## config.mk

```make
export PLATFORM = sky130hd
export DESIGN_NAME = ssf_flags
export DESIGN_NICKNAME = d
export VERILOG_FILES = /design/src/ssf_flags.v
export VERILOG_INCLUDE_DIRS = /design/src /design/src/src
export SDC_FILE = /design/constraint.sdc
export NUM_CORES = 1
export LEC_CHECK = 0
export BUFFER_PORTS_ARGS = -buffer_cell sky130_fd_sc_hd__buf_2
export CORE_MARGIN = 8
export CORE_UTILIZATION = 50
export DETAILED_ROUTE_END_ITERATION = 6
export GPL_TIMING_DRIVEN = 1
export PLACE_DENSITY = 0.67
export RECOVER_POWER = 100
export SETUP_SLACK_MARGIN = 0.2
export SKIP_LAST_GASP = 1
export SLEW_MARGIN = 20
export SYNTH_ARGS = -nofsm -noshare
export SYNTH_HDL_FRONTEND = slang
export SYNTH_SLANG_ARGS = --single-unit
```

## constraint.sdc

```tcl
create_clock -name i_clk -period 9.89 [get_ports i_clk]
set_clock_uncertainty 0.1 [all_clocks]
set_input_delay 1.978 -clock i_clk [delete_from_list [all_inputs] [get_ports i_clk]]
set_output_delay 1.978 -clock i_clk [all_outputs]
set_load 0.01 [all_outputs]
```

## src/ssf_regs.vh

```
// Register offsets, field positions, reset values and timing constants
// for the servo status flag block. Assumes a 32-bit AXI4-Lite bus.
`ifndef SSF_REGS_VH
`define SSF_REGS_VH
// Byte offsets
`define SSF_CTRL 8'h00
`define SSF_DONE_THR 8'h04
`define SSF_DONE_HOLD 8'h08
`define SSF_NEAR_THR 8'h0c
`define SSF_SPD_WID 8'h10
`define SSF_BRK_DLY 8'h14
`define SSF_BRK_SPD 8'h18
`define SSF_BRK_WAIT 8'h1c
`define SSF_TRQ_THR 8'h20
`define SSF_TRQ_WID 8'h24
`define SSF_ZPW 8'h28
`define SSF_ZERO_SPD 8'h2c
`define SSF_GEAR2 8'h30
`define SSF_GEAR3 8'h34
`define SSF_GEAR4 8'h38
`define SSF_STATUS 8'h3c
`define SSF_ZPW_ACT 8'h40
// Control fields
`define SSF_CTRL_DMODE_LSB 0
`define SSF_CTRL_CMODE_LSB 4
// Status bit positions
`define SSF_ST_DONE 0
`define SSF_ST_NEAR 1
`define SSF_ST_TRQ 2
`define SSF_ST_SPD 3
`define SSF_ST_ZERO 4
`define SSF_ST_CLR 5
`define SSF_ST_BRAKE 6
`define SSF_ST_OFF 7
// Reset values
`define SSF_DEF_DONE_THR 16'h0064
`define SSF_DEF_DONE_HOLD 16'h0001
`define SSF_DEF_NEAR_THR 16'hffff
`define SSF_DEF_SPD_WID 16'h0064
`define SSF_DEF_BRK_DLY 16'h000a
`define SSF_DEF_BRK_SPD 16'h0064
`define SSF_DEF_BRK_WAIT 16'h000a
`define SSF_DEF_TRQ_THR 16'h03e8
`define SSF_DEF_TRQ_WID 16'h00c8
`define SSF_DEF_ZPW 16'h0000
`define SSF_DEF_ZERO_SPD 16'h003c
`define SSF_DEF_GEAR 32'h00000000
// Limits
`define SSF_MIN_SPD_WID 16'h000a
`define SSF_MAX_SPD_WID 16'h2328
`define SSF_MAX_MS 16'h270f
`define SSF_MAX_3000 16'h0bb8
`define SSF_MAX_ZPW 16'h0064
`define SSF_MAX_ZERO 16'h03e8
`define SSF_MAX_GEAR 32'h40000000
`define SSF_SPD_BAND 16'h000a
// Timing
`define SSF_CLK_NS 8
`define SSF_MS_NS 1000000
`endif

```

## src/ssf_flags.v

```verilog
// Servo status flags, positioning completion, brake timing, deviation
// clear and gear numerator registers behind an AXI4-Lite slave.
// Assumes all inputs are synchronous to i_clk; one synchronous reset.
//
// The AXI4-Lite interface to the registers and the register offsets were decided locally.
`include "ssf_regs.vh"
`default_nettype none
module ssf_flags #(
  parameter MS_CYC = `SSF_MS_NS / `SSF_CLK_NS
) (
  // Clock and reset
  input wire i_clk,
  input wire i_rst,
  // AXI4-Lite write
  input wire [7:0] i_awaddr,
  input wire i_awvalid,
  output wire o_awready,
  input wire [31:0] i_wdata,
  input wire [3:0] i_wstrb,
  input wire i_wvalid,
  output wire o_wready,
  output reg [1:0] o_bresp,
  output reg o_bvalid,
  input wire i_bready,
  // AXI4-Lite read
  input wire [7:0] i_araddr,
  input wire i_arvalid,
  output wire o_arready,
  output reg [31:0] o_rdata,
  output reg [1:0] o_rresp,
  output reg o_rvalid,
  input wire i_rready,
  // Drive state
  input wire signed [31:0] i_pos_dev,
  input wire signed [31:0] i_pos_cmd,
  input wire signed [31:0] i_pos_cmd_filt,
  input wire signed [15:0] i_speed_fb,
  input wire signed [15:0] i_torque_fb,
  input wire i_servo_on,
  input wire i_fault,
  input wire i_off_req,
  input wire i_restart,
  input wire i_deviation_clear_input,
  // Flags and live phase-Z width
  output reg o_position_done_flag,
  output reg o_near_flag,
  output reg o_torque_reached_flag,
  output reg o_speed_reached_flag,
  output reg o_zero_speed_flag,
  output reg o_dev_clear,
  output reg o_brake_engage,
  output reg o_servo_off,
  output reg [15:0] o_zpw
);

  // Limit a written word to its legal range
  function [31:0] lim;
    input [31:0] v;
    input [31:0] lo;
    input [31:0] hi;
    lim = (v < lo) ? lo : (v > hi) ? hi : v;
  endfunction

  // Same for 16-bit settings, so no result bits are dropped
  function [15:0] lim16;
    input [15:0] v;
    input [15:0] lo;
    input [15:0] hi;
    lim16 = (v < lo) ? lo : (v > hi) ? hi : v;
  endfunction

  // Magnitude of a signed 32-bit value
  function [31:0] mag32;
    input [31:0] v;
    begin
      mag32 = v[31] ? (~v + 32'h00000001) : v;
    end
  endfunction

  // Magnitude of a signed 16-bit value
  function [15:0] mag16;
    input [15:0] v;
    begin
      mag16 = v[15] ? (~v + 16'h0001) : v;
    end
  endfunction

  // Brake sequence states
  localparam [3:0] ST_RUN = 4'b0001;
  localparam [3:0] ST_WAIT = 4'b0010;
  localparam [3:0] ST_DLY = 4'b0100;
  localparam [3:0] ST_OFF = 4'b1000;

  reg [7:0] ctrl_ff;
  reg [15:0] done_thr_ff, done_hold_ff, near_thr_ff, spd_wid_ff;
  reg [15:0] brk_dly_ff, brk_spd_ff, brk_wait_ff;
  reg [15:0] trq_thr_ff, trq_wid_ff, zpw_ff, zero_spd_ff;
  reg [31:0] gear2_ff, gear3_ff, gear4_ff;
  reg [3:0] st_ff, nxt_st;
  reg [16:0] ms_cnt_ff;
  reg ms_tick_ff;
  reg [15:0] hold_ff, brk_cnt_ff;
  wire [31:0] wd;
  wire wr_go, rd_go;
  wire [31:0] dev_abs;
  wire [15:0] spd_abs, trq_abs;
  wire [2:0] cmode;
  wire [1:0] dmode;
  wire base_ok, cond, zero_now;
  wire signed [17:0] trq_on, trq_off;
  reg [31:0] rd_val, rd_wr;
  reg rd_hit;

  // Write taken only with address and data together and no reply pending
  assign wr_go = i_awvalid & i_wvalid & ~o_bvalid;
  assign o_awready = wr_go;
  assign o_wready = wr_go;
  assign rd_go = i_arvalid & ~o_rvalid;
  assign o_arready = ~o_rvalid;
  // Strobes select lanes over the stored CTRL or GEAR2-4 value, zero for other offsets
  assign wd = {i_wstrb[3] ? i_wdata[31:24] : rd_wr[31:24],
               i_wstrb[2] ? i_wdata[23:16] : rd_wr[23:16],
               i_wstrb[1] ? i_wdata[15:8] : rd_wr[15:8],
               i_wstrb[0] ? i_wdata[7:0] : rd_wr[7:0]};

  // Current contents of CTRL or GEAR2-4 at the write address, zero elsewhere, for partial strobes
  always @* begin
    case (i_awaddr)
      `SSF_CTRL: rd_wr = {24'h000000, ctrl_ff};
      `SSF_GEAR2: rd_wr = gear2_ff;
      `SSF_GEAR3: rd_wr = gear3_ff;
      `SSF_GEAR4: rd_wr = gear4_ff;
      default: rd_wr = 32'h00000000;
    endcase
  end

  // Register writes; out-of-range values are pulled to the nearest limit
  always @(posedge i_clk) begin
    if (i_rst) begin
      ctrl_ff <= 8'h00;
      done_thr_ff <= `SSF_DEF_DONE_THR;
      done_hold_ff <= `SSF_DEF_DONE_HOLD;
      near_thr_ff <= `SSF_DEF_NEAR_THR;
      spd_wid_ff <= `SSF_DEF_SPD_WID;
      brk_dly_ff <= `SSF_DEF_BRK_DLY;
      brk_spd_ff <= `SSF_DEF_BRK_SPD;
      brk_wait_ff <= `SSF_DEF_BRK_WAIT;
      trq_thr_ff <= `SSF_DEF_TRQ_THR;
      trq_wid_ff <= `SSF_DEF_TRQ_WID;
      zpw_ff <= `SSF_DEF_ZPW;
      zero_spd_ff <= `SSF_DEF_ZERO_SPD;
      gear2_ff <= `SSF_DEF_GEAR;
      gear3_ff <= `SSF_DEF_GEAR;
      gear4_ff <= `SSF_DEF_GEAR;
    end else if (wr_go) begin
      case (i_awaddr)
        `SSF_CTRL: ctrl_ff <= wd[7:0];
        `SSF_DONE_THR:
          done_thr_ff <= lim16(wd[15:0], 16'h0001, 16'hffff) ;
        `SSF_DONE_HOLD:
          done_hold_ff <= lim16(wd[15:0], 16'h0001, 16'hffff) ;
        `SSF_NEAR_THR:
          near_thr_ff <= lim16(wd[15:0], 16'h0001, 16'hffff) ;
        `SSF_SPD_WID: spd_wid_ff <= lim16(wd[15:0],
          `SSF_MIN_SPD_WID, `SSF_MAX_SPD_WID) ;
        `SSF_BRK_DLY: brk_dly_ff <= lim16(wd[15:0], 16'h0000,
          `SSF_MAX_MS) ;
        `SSF_BRK_SPD: brk_spd_ff <= lim16(wd[15:0], 16'h0000,
          `SSF_MAX_3000) ;
        `SSF_BRK_WAIT: brk_wait_ff <= lim16(wd[15:0], 16'h0000,
          `SSF_MAX_MS) ;
        `SSF_TRQ_THR: trq_thr_ff <= lim16(wd[15:0], 16'h0000,
          `SSF_MAX_3000) ;
        `SSF_TRQ_WID: trq_wid_ff <= lim16(wd[15:0], 16'h0000,
          `SSF_MAX_3000) ;
        `SSF_ZPW: zpw_ff <= lim16(wd[15:0], 16'h0000,
          `SSF_MAX_ZPW) ;
        `SSF_ZERO_SPD: zero_spd_ff <= lim16(wd[15:0], 16'h0000,
          `SSF_MAX_ZERO) ;
        `SSF_GEAR2: gear2_ff <= lim(wd, 32'h1, `SSF_MAX_GEAR) ;
        `SSF_GEAR3: gear3_ff <= lim(wd, 32'h1, `SSF_MAX_GEAR) ;
        `SSF_GEAR4: gear4_ff <= lim(wd, 32'h1, `SSF_MAX_GEAR) ;
        default: ctrl_ff <= ctrl_ff;
      endcase
    end
  end

  // Write response; unmapped or read-only offsets answer SLVERR
  always @(posedge i_clk) begin
    if (i_rst) begin
      o_bvalid <= 1'b0;
      o_bresp <= 2'b00;
    end else if (wr_go) begin
      o_bvalid <= 1'b1;
      o_bresp <= (i_awaddr[1:0] != 2'b00 || i_awaddr > `SSF_GEAR4) ?
        2'b10 : 2'b00;
    end else if (i_bready) begin
      o_bvalid <= 1'b0;
    end
  end

  // Read decode
  always @* begin
    rd_hit = 1'b1;
    case (i_araddr)
      `SSF_CTRL: rd_val = {24'h000000, ctrl_ff};
      `SSF_DONE_THR: rd_val = {16'h0000, done_thr_ff};
      `SSF_DONE_HOLD: rd_val = {16'h0000, done_hold_ff};
      `SSF_NEAR_THR: rd_val = {16'h0000, near_thr_ff};
      `SSF_SPD_WID: rd_val = {16'h0000, spd_wid_ff};
      `SSF_BRK_DLY: rd_val = {16'h0000, brk_dly_ff};
      `SSF_BRK_SPD: rd_val = {16'h0000, brk_spd_ff};
      `SSF_BRK_WAIT: rd_val = {16'h0000, brk_wait_ff};
      `SSF_TRQ_THR: rd_val = {16'h0000, trq_thr_ff};
      `SSF_TRQ_WID: rd_val = {16'h0000, trq_wid_ff};
      `SSF_ZPW: rd_val = {16'h0000, zpw_ff};
      `SSF_ZERO_SPD: rd_val = {16'h0000, zero_spd_ff};
      `SSF_GEAR2: rd_val = gear2_ff;
      `SSF_GEAR3: rd_val = gear3_ff;
      `SSF_GEAR4: rd_val = gear4_ff;
      `SSF_STATUS: rd_val = {24'h000000, o_servo_off, o_brake_engage,
        o_dev_clear, o_zero_speed_flag, o_speed_reached_flag,
        o_torque_reached_flag, o_near_flag, o_position_done_flag};
      `SSF_ZPW_ACT: rd_val = {16'h0000, o_zpw};
      default: begin
        rd_val = 32'h00000000;
        rd_hit = 1'b0;
      end
    endcase
  end

  // Read data registered; held until the master takes it
  always @(posedge i_clk) begin
    if (i_rst) begin
      o_rvalid <= 1'b0;
      o_rdata <= 32'h00000000;
      o_rresp <= 2'b00;
    end else if (rd_go) begin
      o_rvalid <= 1'b1;
      o_rdata <= rd_val;
      o_rresp <= rd_hit ? 2'b00 : 2'b10;
    end else if (i_rready) begin
      o_rvalid <= 1'b0;
    end
  end

  // Phase-Z width only moves to the live copy on a restart pulse
  always @(posedge i_clk) begin
    if (i_rst)
      o_zpw <= `SSF_DEF_ZPW;
    else if (i_restart)
      o_zpw <= zpw_ff;
  end

  // Millisecond time base as a one-cycle enable
  always @(posedge i_clk) begin
    if (i_rst) begin
      ms_cnt_ff <= 17'h00000;
      ms_tick_ff <= 1'b0;
    end else if (ms_cnt_ff == MS_CYC[16:0] - 17'h00001) begin
      ms_cnt_ff <= 17'h00000;
      ms_tick_ff <= 1'b1;
    end else begin
      ms_cnt_ff <= ms_cnt_ff + 17'h00001;
      ms_tick_ff <= 1'b0;
    end
  end

  assign dev_abs = mag32(i_pos_dev);
  assign spd_abs = mag16(i_speed_fb);
  assign trq_abs = mag16(i_torque_fb);
  assign cmode = ctrl_ff[`SSF_CTRL_CMODE_LSB +: 3];
  assign dmode = ctrl_ff[`SSF_CTRL_DMODE_LSB +: 2];
  assign zero_now = spd_abs < zero_spd_ff;

  // Completion condition per mode; upper half adds zero speed
  assign base_ok = dev_abs < {16'h0000, done_thr_ff};
  assign cond = base_ok &
    (cmode[1:0] == 2'd0 ? 1'b1 :
     cmode[1:0] == 2'd3 ? (i_pos_cmd_filt == 32'sd0) :
     (i_pos_cmd == 32'sd0)) &
    (~cmode[2] | zero_now);

  // Torque hysteresis bounds, signed so a small threshold cannot wrap
  assign trq_on = $signed({2'b00, trq_thr_ff}) +
    $signed({2'b00, trq_wid_ff});
  assign trq_off = $signed({2'b00, trq_thr_ff}) -
    $signed({4'b0000, trq_wid_ff[15:2]});

  // Holding time: in modes 2 and 6 the flag stays up for the set ms after the condition goes
  always @(posedge i_clk) begin
    if (i_rst) begin
      hold_ff <= 16'h0000;
      o_position_done_flag <= 1'b0;
    end else if (cond) begin
      hold_ff <= done_hold_ff;
      o_position_done_flag <= 1'b1;
    end else if (cmode[1:0] == 2'd2 && hold_ff != 16'h0000) begin
      if (ms_tick_ff)
        hold_ff <= hold_ff - 16'h0001;
      o_position_done_flag <= 1'b1;
    end else begin
      hold_ff <= 16'h0000;
      o_position_done_flag <= 1'b0;
    end
  end

  // Indication flags, registered once per clock
  always @(posedge i_clk) begin
    if (i_rst) begin
      o_near_flag <= 1'b0;
      o_zero_speed_flag <= 1'b0;
      o_speed_reached_flag <= 1'b0;
      o_torque_reached_flag <= 1'b0;
    end else begin
      o_near_flag <= dev_abs < {16'h0000, near_thr_ff};
      o_zero_speed_flag <= zero_now;
      o_speed_reached_flag <= {1'b0, spd_abs} + {1'b0, `SSF_SPD_BAND} >=
        {1'b0, spd_wid_ff};
      if ($signed({2'b00, trq_abs}) >= trq_on)
        o_torque_reached_flag <= 1'b1;
      else if ($signed({2'b00, trq_abs}) < trq_off)
        o_torque_reached_flag <= 1'b0;
    end
  end

  // Deviation clear per selected mode
  always @(posedge i_clk) begin
    if (i_rst)
      o_dev_clear <= 1'b0;
    else
      case (dmode)
        2'd0: o_dev_clear <= ~i_servo_on | i_fault;
        2'd1: o_dev_clear <= i_fault;
        2'd2: o_dev_clear <= ~i_servo_on | i_fault |
          i_deviation_clear_input;
        default: o_dev_clear <= i_deviation_clear_input;
      endcase
  end

  // Brake sequence: at rest brake first then delay; moving waits
  always @* begin
    nxt_st = st_ff;
    case (st_ff)
      ST_RUN:
        if (i_off_req)
          nxt_st = zero_now ? ST_DLY : ST_WAIT;
      ST_WAIT:
        if (spd_abs <= brk_spd_ff || brk_cnt_ff >= brk_wait_ff)
          nxt_st = ST_OFF;
      ST_DLY:
        if (brk_cnt_ff >= brk_dly_ff)
          nxt_st = ST_OFF;
      ST_OFF:
        if (~i_off_req)
          nxt_st = ST_RUN;
      default: nxt_st = ST_RUN;
    endcase
  end

  // Brake state, ms counter and outputs
  always @(posedge i_clk) begin
    if (i_rst) begin
      st_ff <= ST_RUN;
      brk_cnt_ff <= 16'h0000;
      o_brake_engage <= 1'b0;
      o_servo_off <= 1'b0;
    end else begin
      st_ff <= nxt_st;
      if (nxt_st != st_ff)
        brk_cnt_ff <= 16'h0000;
      else if (ms_tick_ff && brk_cnt_ff != 16'hffff)
        brk_cnt_ff <= brk_cnt_ff + 16'h0001;
      o_brake_engage <= nxt_st == ST_DLY || nxt_st == ST_OFF;
      o_servo_off <= nxt_st == ST_OFF;
    end
  end

endmodule
`default_nettype wire

```

==> metrics.yaml, run 1 <==
status:
  status: "complete, but fails checks"
  violations: "DRC, capacitance limit, slew limit"
synth:
  synth_top_area_cell: "dfxtp_1"
  synth.avg_cell_area_um2: 8.12
  synthesis.area_um2: 24000
  synth_edf_count: 0
  ys.flop_type: "dfxtp_1"
  ys_ff_latch: 394
  syn_inst: 2961
  synth_area_leaders: "dfxtp_1 33%, ha_1 9.3%, nor2_1 5.3%, a22oi_1 3.9%, nand2_1 3.5%"
  synth-async-reset-ratio_pct: 0
  synth_top_area_share_pct: 32.8
  synth_cell_types: 91
  synth_warnings: 0
  ys_seq_area_share_pct: 32.8
setup_path:
  cp_top_family: "buffers and inverters"
  worstPathCellList: "clkbuf_1 -> buf_4 -> clkbuf_1 -> nor2_1 -> and2_1"
  worstReg2RegStart: "done_thr_ff[15]"
  timing.rr.end: "hold_ff[0]"
  slowest_stage: "clkbuf_1"
  required_ns: 10.29
  path_class: "input pin to register"
  rr_worst_depth: 11
  cp_common_cell: "clkbuf_1"
  end_kind: "register"
  cp_max_fo: 85
  worst-path-buf-inv: 3
  cp-start-kind: "input pin"
  cpPeakStageDelay_ns: 2.52
  cp.arrival_ns: 8.32
  reg2reg_slack_ns: 5.11
drt:
  drc: 1
  vias_per_cell: 6.43
  first_pass_iters: 7
  wl_per_cell_um: 26.1
  drtIter0Drc: 3144
  ant_nets: 0
  wirelength_um: 99400
  dr_total_vias: 24500
global_route:
  top_usage_layer: "met2"
  grtUsageMet2_pct: 53.6
  grt_usage_pct: 34.4
  grt_pass1_vias: 23600
  overflow: 0
  antenna_found_initial: 3
  use_met3_pct: 8.82
  met1_usage_pct: 43.7
  grt_pass1_wl_um: 149000
  grt_max_degree: 86
min_path:
  hold_class: "register to register"
  hold_depth: 1
  hold_end: "ms_cnt_ff[0]"
  hp-start: "ms_cnt_ff[0]"
clock_network:
  cts_setup_buffers: 0
  cts_buffers: 46
  cts.clk_slew.worst_paths_ns: 0.06
  hold_buffers: 0
  clk_latency_ns: 0.62
  root_buffer: "clkbuf_16"
  cts.path.max_buffers: 3
  cts-resized-gates: 0
  cts.sinks: 394
  cts_tree: "built"
  cts.htree.levels: 2
floorplanning:
  ios: 257
  die_h_um: 235
  rows: 80
  die_w_um: 235
  start_util_pct: 50.4
  dieArea_um2: 55300
  core_area_um2: 47600
timing:
  slew_violations: 161
  hold_viol: 0
  worstMarginPinSlew_ns: 3.66
  min_period_ns: 7.92
  maxSlewHeadroom_pct: -144
  finalSetupViolations: 0
  finalSetupTns_ns: 0
  period_share_pct: 80.1
  whs_ns: 0.350
  fmax_mhz: 126
  rsz0062_at_grt: "no"
place:
  routabilityCongestion: 1.04
  io_buffers: 254
  dp_hpwl_um: 75700
power:
  p_leak_nw: 10.6
  peakVddDrop_mv: 0.166
  pwr_density_cell_nw_per_um2: 142
layout:
  syn2layout_area_growth_pct: 13.5
  fin_nets: 3528
  drive_above_1_share_pct: 11.3
job:
  maxCapViolCount: 4
## power breakdown
group,internal [mW],switching [mW],total (mW)
registers,1.60,0.0150,1.62
clock network,1.06,0.750,1.81
logic,0.157,0.292,0.449
total,2.82,1.06,3.88
## worst max path at each step
stage / startpoint / end / slack [ns] / cells after the start
2_1_floorplan: i_pos_dev[3] / hold_ff[5] / 4.42 / 17
3_3_place_gp: i_pos_dev[3] / hold_ff[1] / 2.96 / 16
3_5_place_dp: i_pos_dev[3] / hold_ff[7] / 2.70 / 16
4_1_cts: i_pos_dev[3] / hold_ff[10] / 3.31 / 16
5_1_grt: i_rst / trq_thr_ff[12] / 1.69 / 5
6_report: i_rst / trq_thr_ff[13] / 1.97 / 5
## registers in the layout, indices dropped and copies added (netlist names), 17 cells and up
| register | cells |
|---|---|
| o_rdata | 32 |
| gear3_ff | 32 |
| gear2_ff | 32 |
| gear4_ff | 32 |
| ms_cnt_ff | 17 |
## synth_stat cells (all sizes together), types with 54 or more instances
| master | count |
|---|---|
| a211oi | 100 |
| a21oi | 139 |
| a22oi | 126 |
| clkbuf | 119 |
| dfxtp | 394 |
| ha | 178 |
| inv | 186 |
| mux2i | 54 |
| nand2 | 227 |
| nand3 | 67 |
| nor2 | 343 |
| nor3 | 112 |
| o21ai | 145 |
| xnor2 | 61 |
## placed cells by master, fill, tap and decap left out, types with 61 or more instances in the layout
master    netlist  layout
nand3_1        66      66
a211oi_1       98      97
a22oi_1       125     125
nor2_1        342     330
o21ai_0       109     140
a21oi_1       134     136
clkbuf_1      119      82
ha_1          178     178
inv_1         186     186
dfxtp_1       394     394
buf_2          13     186
xnor2_1        61      61
nor3_1        110     110
nand2_1       227     227
## routing by layer
layer / routed length, um / up-vias
met1: 40200 / 11700
met4: 5620 / 2
li1: - / 11200
met2: 43400 / 1297
met3: 10200 / 263
met5: 10 / -
## cell type report
cell class / count / area (um2)
clock inverters: 21 / 268
multi-input cells: 2228 / 14800
well taps: 615 / 769
clock buffers: 64 / 1340
fillers: 4554 / 20400
diodes: 1 / 2.50
repair buffers: 300 / 1500
flip-flops and latches: 394 / 7890
inverters: 186 / 698
## logic make-up after synthesis
group	Yosys count	share of synthesized area [%]
buf+inv	340	5.78
mux	55	2.30
xor+xnor	109	3.97
fa+ha+maj	180	9.43
simple gates	1058	21.5
flops	394	32.8
compound gates	824	24.2
other cells	1	0.0156
## through the flow
stage               power, mW  worst slack, ns  cells  cell area, um2  util, %
floorplan                1.91             4.42   2962           24000        -
global placement         2.09             2.96   3723           25800     54.2
detailed placement       2.09             2.70   3723           25800     54.2
CTS                      3.89             3.31   3808           27400     57.6
global route             3.99             1.69   3809           27300     57.2
finish                   3.88             1.97   3809           27300     57.2
No activity file was read; power rests on OpenSTA's default activity.
==> inputs of run 2 (changes only) <==
==> constraint.sdc (replaced) <==
create_clock -name i_clk -period 8.1 [get_ports i_clk]
set_clock_uncertainty 0.1 [all_clocks]
set_input_delay 1.62 -clock i_clk [delete_from_list [all_inputs] [get_ports i_clk]]
set_output_delay 1.62 -clock i_clk [all_outputs]
set_load 0.01 [all_outputs]
==> run 2 against run 1 <==
Compared with the run above: the run still ends with DRC, capacitance limit, slew limit left; die area stayed put; cell count is 0.11% lower; count of clock-buffer cells in the layout is 3 lower; sequential share of layout area is 0.067 points higher; largest cell class unchanged; global-route usage is 1.4 points lower.
==> metrics.yaml, run 2 (same netlist as run 1, synthesis figures left out) <==
status:
  status: "complete, but fails checks"
  violations: "DRC, capacitance limit, slew limit"
floorplanning:
  core_area_um2: 47600  # unchanged
  rows: 80  # unchanged
  dieArea_um2: 55300  # unchanged
  die_h_um: 235  # unchanged
  ios: 257  # unchanged
  die_w_um: 235  # unchanged
  start_util_pct: 50.4  # unchanged
power:
  peakVddDrop_mv: 0.165  # -0.38%
  pwr_density_cell_nw_per_um2: 171  # +20%
  combinationalPowerShare_pct: 11.8  # +0.2 points
  seq_power_share_pct: 42.4  # +0.7 points
  switching_power_mw: 1.28  # +21%
  p_int_mw: 3.38  # +20%
  swShare_pct: 27.5  # +0.23 points
  power_frac_clock_pct: 45.8  # -0.9 points
  p_leak_nw: 10.6  # about the same
global_route:
  grt_pass1_wl_um: 143000  # -3.5%
  grt_pass1_vias: 23500  # -0.51%
  antenna_found_initial: 2  # -1
  grtUsageMet2_pct: 50.2  # -3.5 points
  met1_usage_pct: 42.8  # -0.93 points
  grt_max_degree: 89  # +3.5%
  grt_usage_pct: 33.0  # -1.4 points
  overflow: 0  # unchanged
  use_met3_pct: 7.90  # -0.92 points
  top_usage_layer: "met2"
drt:
  wl_per_cell_um: 25.2  # -3.5%
  vias_per_cell: 6.42  # about the same
  first_pass_iters: 7  # unchanged
  drc: 3  # +2
  dr_total_vias: 24400  # -0.14%
  drtIter0Drc: 3103  # -1.3%
  wirelength_um: 95800  # -3.7%
  ant_nets: 0  # unchanged
setup_path:
  cpPeakStageDelay_ns: 1.56  # -0.96 ns
  cp.arrival_ns: 7.09  # -1.23 ns
  required_ns: 8.47  # -1.82 ns
  end_kind: "register"
  cp-start-kind: "input pin"
  worstPathCellList: "clkbuf_1 -> nor2b_2 -> buf_4 -> o2bb2ai_1 -> a21oi_1 -> nand4b_2 -> nor4_1 -> a21oi_2 -> nor2b_1 -> or3_1 -> o21ai_0"
  slowest_stage: "clkbuf_1"
  path_class: "input pin to register"
  cp_max_fo: 32  # -62%
clock_network:
  cts.path.max_buffers: 3  # unchanged
  cts_buffers: 45  # -2.2%
  cts.sinks: 394  # unchanged
  hold_buffers: 0  # unchanged
  cts_tree: "built"
  cts-resized-gates: 0  # unchanged
  cts.clk_slew.worst_paths_ns: 0.06  # about the same
  cts_setup_buffers: 0  # unchanged
  cts.htree.levels: 2  # unchanged
  root_buffer: "clkbuf_16"
  clk_latency_ns: 0.63  # about the same
place:
  routabilityCongestion: 1.03  # -0.83%
  io_buffers: 254  # unchanged
  dp_hpwl_um: 72600  # -4.1%
job:
  maxCapViolCount: 4  # unchanged
timing:
  maxSlewHeadroom_pct: -176  # -32 points
  hold_viol: 0  # unchanged
  period_share_pct: 83.0
  min_period_ns: 6.72
  fmax_mhz: 149
  finalSetupViolations: 0  # unchanged
  whs_ns: 0.344  # -0.00679 ns
  rsz0062_at_grt: "no"
  slew_violations: 251  # +56%
  worstMarginPinSlew_ns: 4.14  # +0.481 ns
  finalSetupTns_ns: 0  # unchanged
layout:
  multiInputGateArea_um2: 14800  # about the same
  final_common_cell: "dfxtp_1"
  drive_above_1_share_pct: 11.2  # -0.076 points
  register_area_um2: 7890  # unchanged
  fin_nets: 3526  # -0.057%
  final_cell_mix: "394 x dfxtp_1, 333 x nor2_1, 227 x nand2_1, 186 x inv_1, 186 x buf_2"
  fill_cells: 4474  # -1.8%
  syn2layout_area_growth_pct: 13.2
min_path:
  hold_class: "register to register"
[run 2: changes by cell type in the layout (fill, tap and decap cells not counted), sizes merged]
cell and change:
clkinvlp -3, bufinv -1, inv -3, clkbuf -7, diode +1, buf +3, clkinv +6
[run 2: per-stage QoR]
stage	setup slack, ns	power [mW]	instances	util [%]	area (um2)
finish	1.38	4.66	3805	57.1	27200
floorplan	2.99	2.34	2962	-	24000
global route	0.991	4.79	3805	57.1	27200
CTS	1.80	4.65	3803	57.4	27300
global placement	1.59	2.54	3722	54.2	25800
detailed placement	1.19	2.55	3722	54.2	25800
[run 2: final cells by class]
type / instances / share of cell area (%)
Antenna cell: 2 / 0.0184
Inverter: 186 / 2.57
Multi-Input combinational cell: 2228 / 54.4
Clock inverter: 20 / 0.855
Timing Repair Buffer: 299 / 5.55
Clock buffer: 61 / 4.76
Tap cell: 615 / 2.83
Sequential cell: 394 / 29.0
[run 2: worst max-delay path: cells and delay by family]
| family | cells | cell delay [ns] |
|---|---|---|
| buf+inv | 2 | 1.91 |
| simple gates | 5 | 1.98 |
| compound gates | 4 | 1.55 |
[run 2: power groups by stage]
stage / registers (mW) / clock network (mW) / logic, mW
3_5_place_dp: 2.02 / 0 / 0.538
5_1_grt: 1.98 / 2.22 / 0.591
4_1_cts: 1.97 / 2.14 / 0.541
2_1_floorplan: 2.02 / 0 / 0.320
3_3_place_gp: 2.02 / 0 / 0.522
6_report: 1.98 / 2.13 / 0.547
[run 2: final timing paths]
check	depth (start not counted)	slack (ns)	endpoint	startpoint
worst max-delay path	11	1.38	gear4_ff[2]	i_awaddr[3]
worst min-delay path	1	0.34	ms_cnt_ff[0]	ms_cnt_ff[0]
worst max register to register	18	3.55	o_torque_reached_flag	trq_thr_ff[0]
worst min register to register	1	0.34	ms_cnt_ff[0]	ms_cnt_ff[0]
[run 2: per-layer routing]
| layer | vias up | share of wire, % | wire [um] |
|---|---|---|---|
| met2 | 1265 | 43 | 41300 |
| met1 | 11700 | 40 | 38700 |
| li1 | 11200 | - | - |
| met4 | 2 | 6.1 | 5820 |
| met3 | 259 | 10 | 9830 |
| met5 | - | 0.11 | 104 |
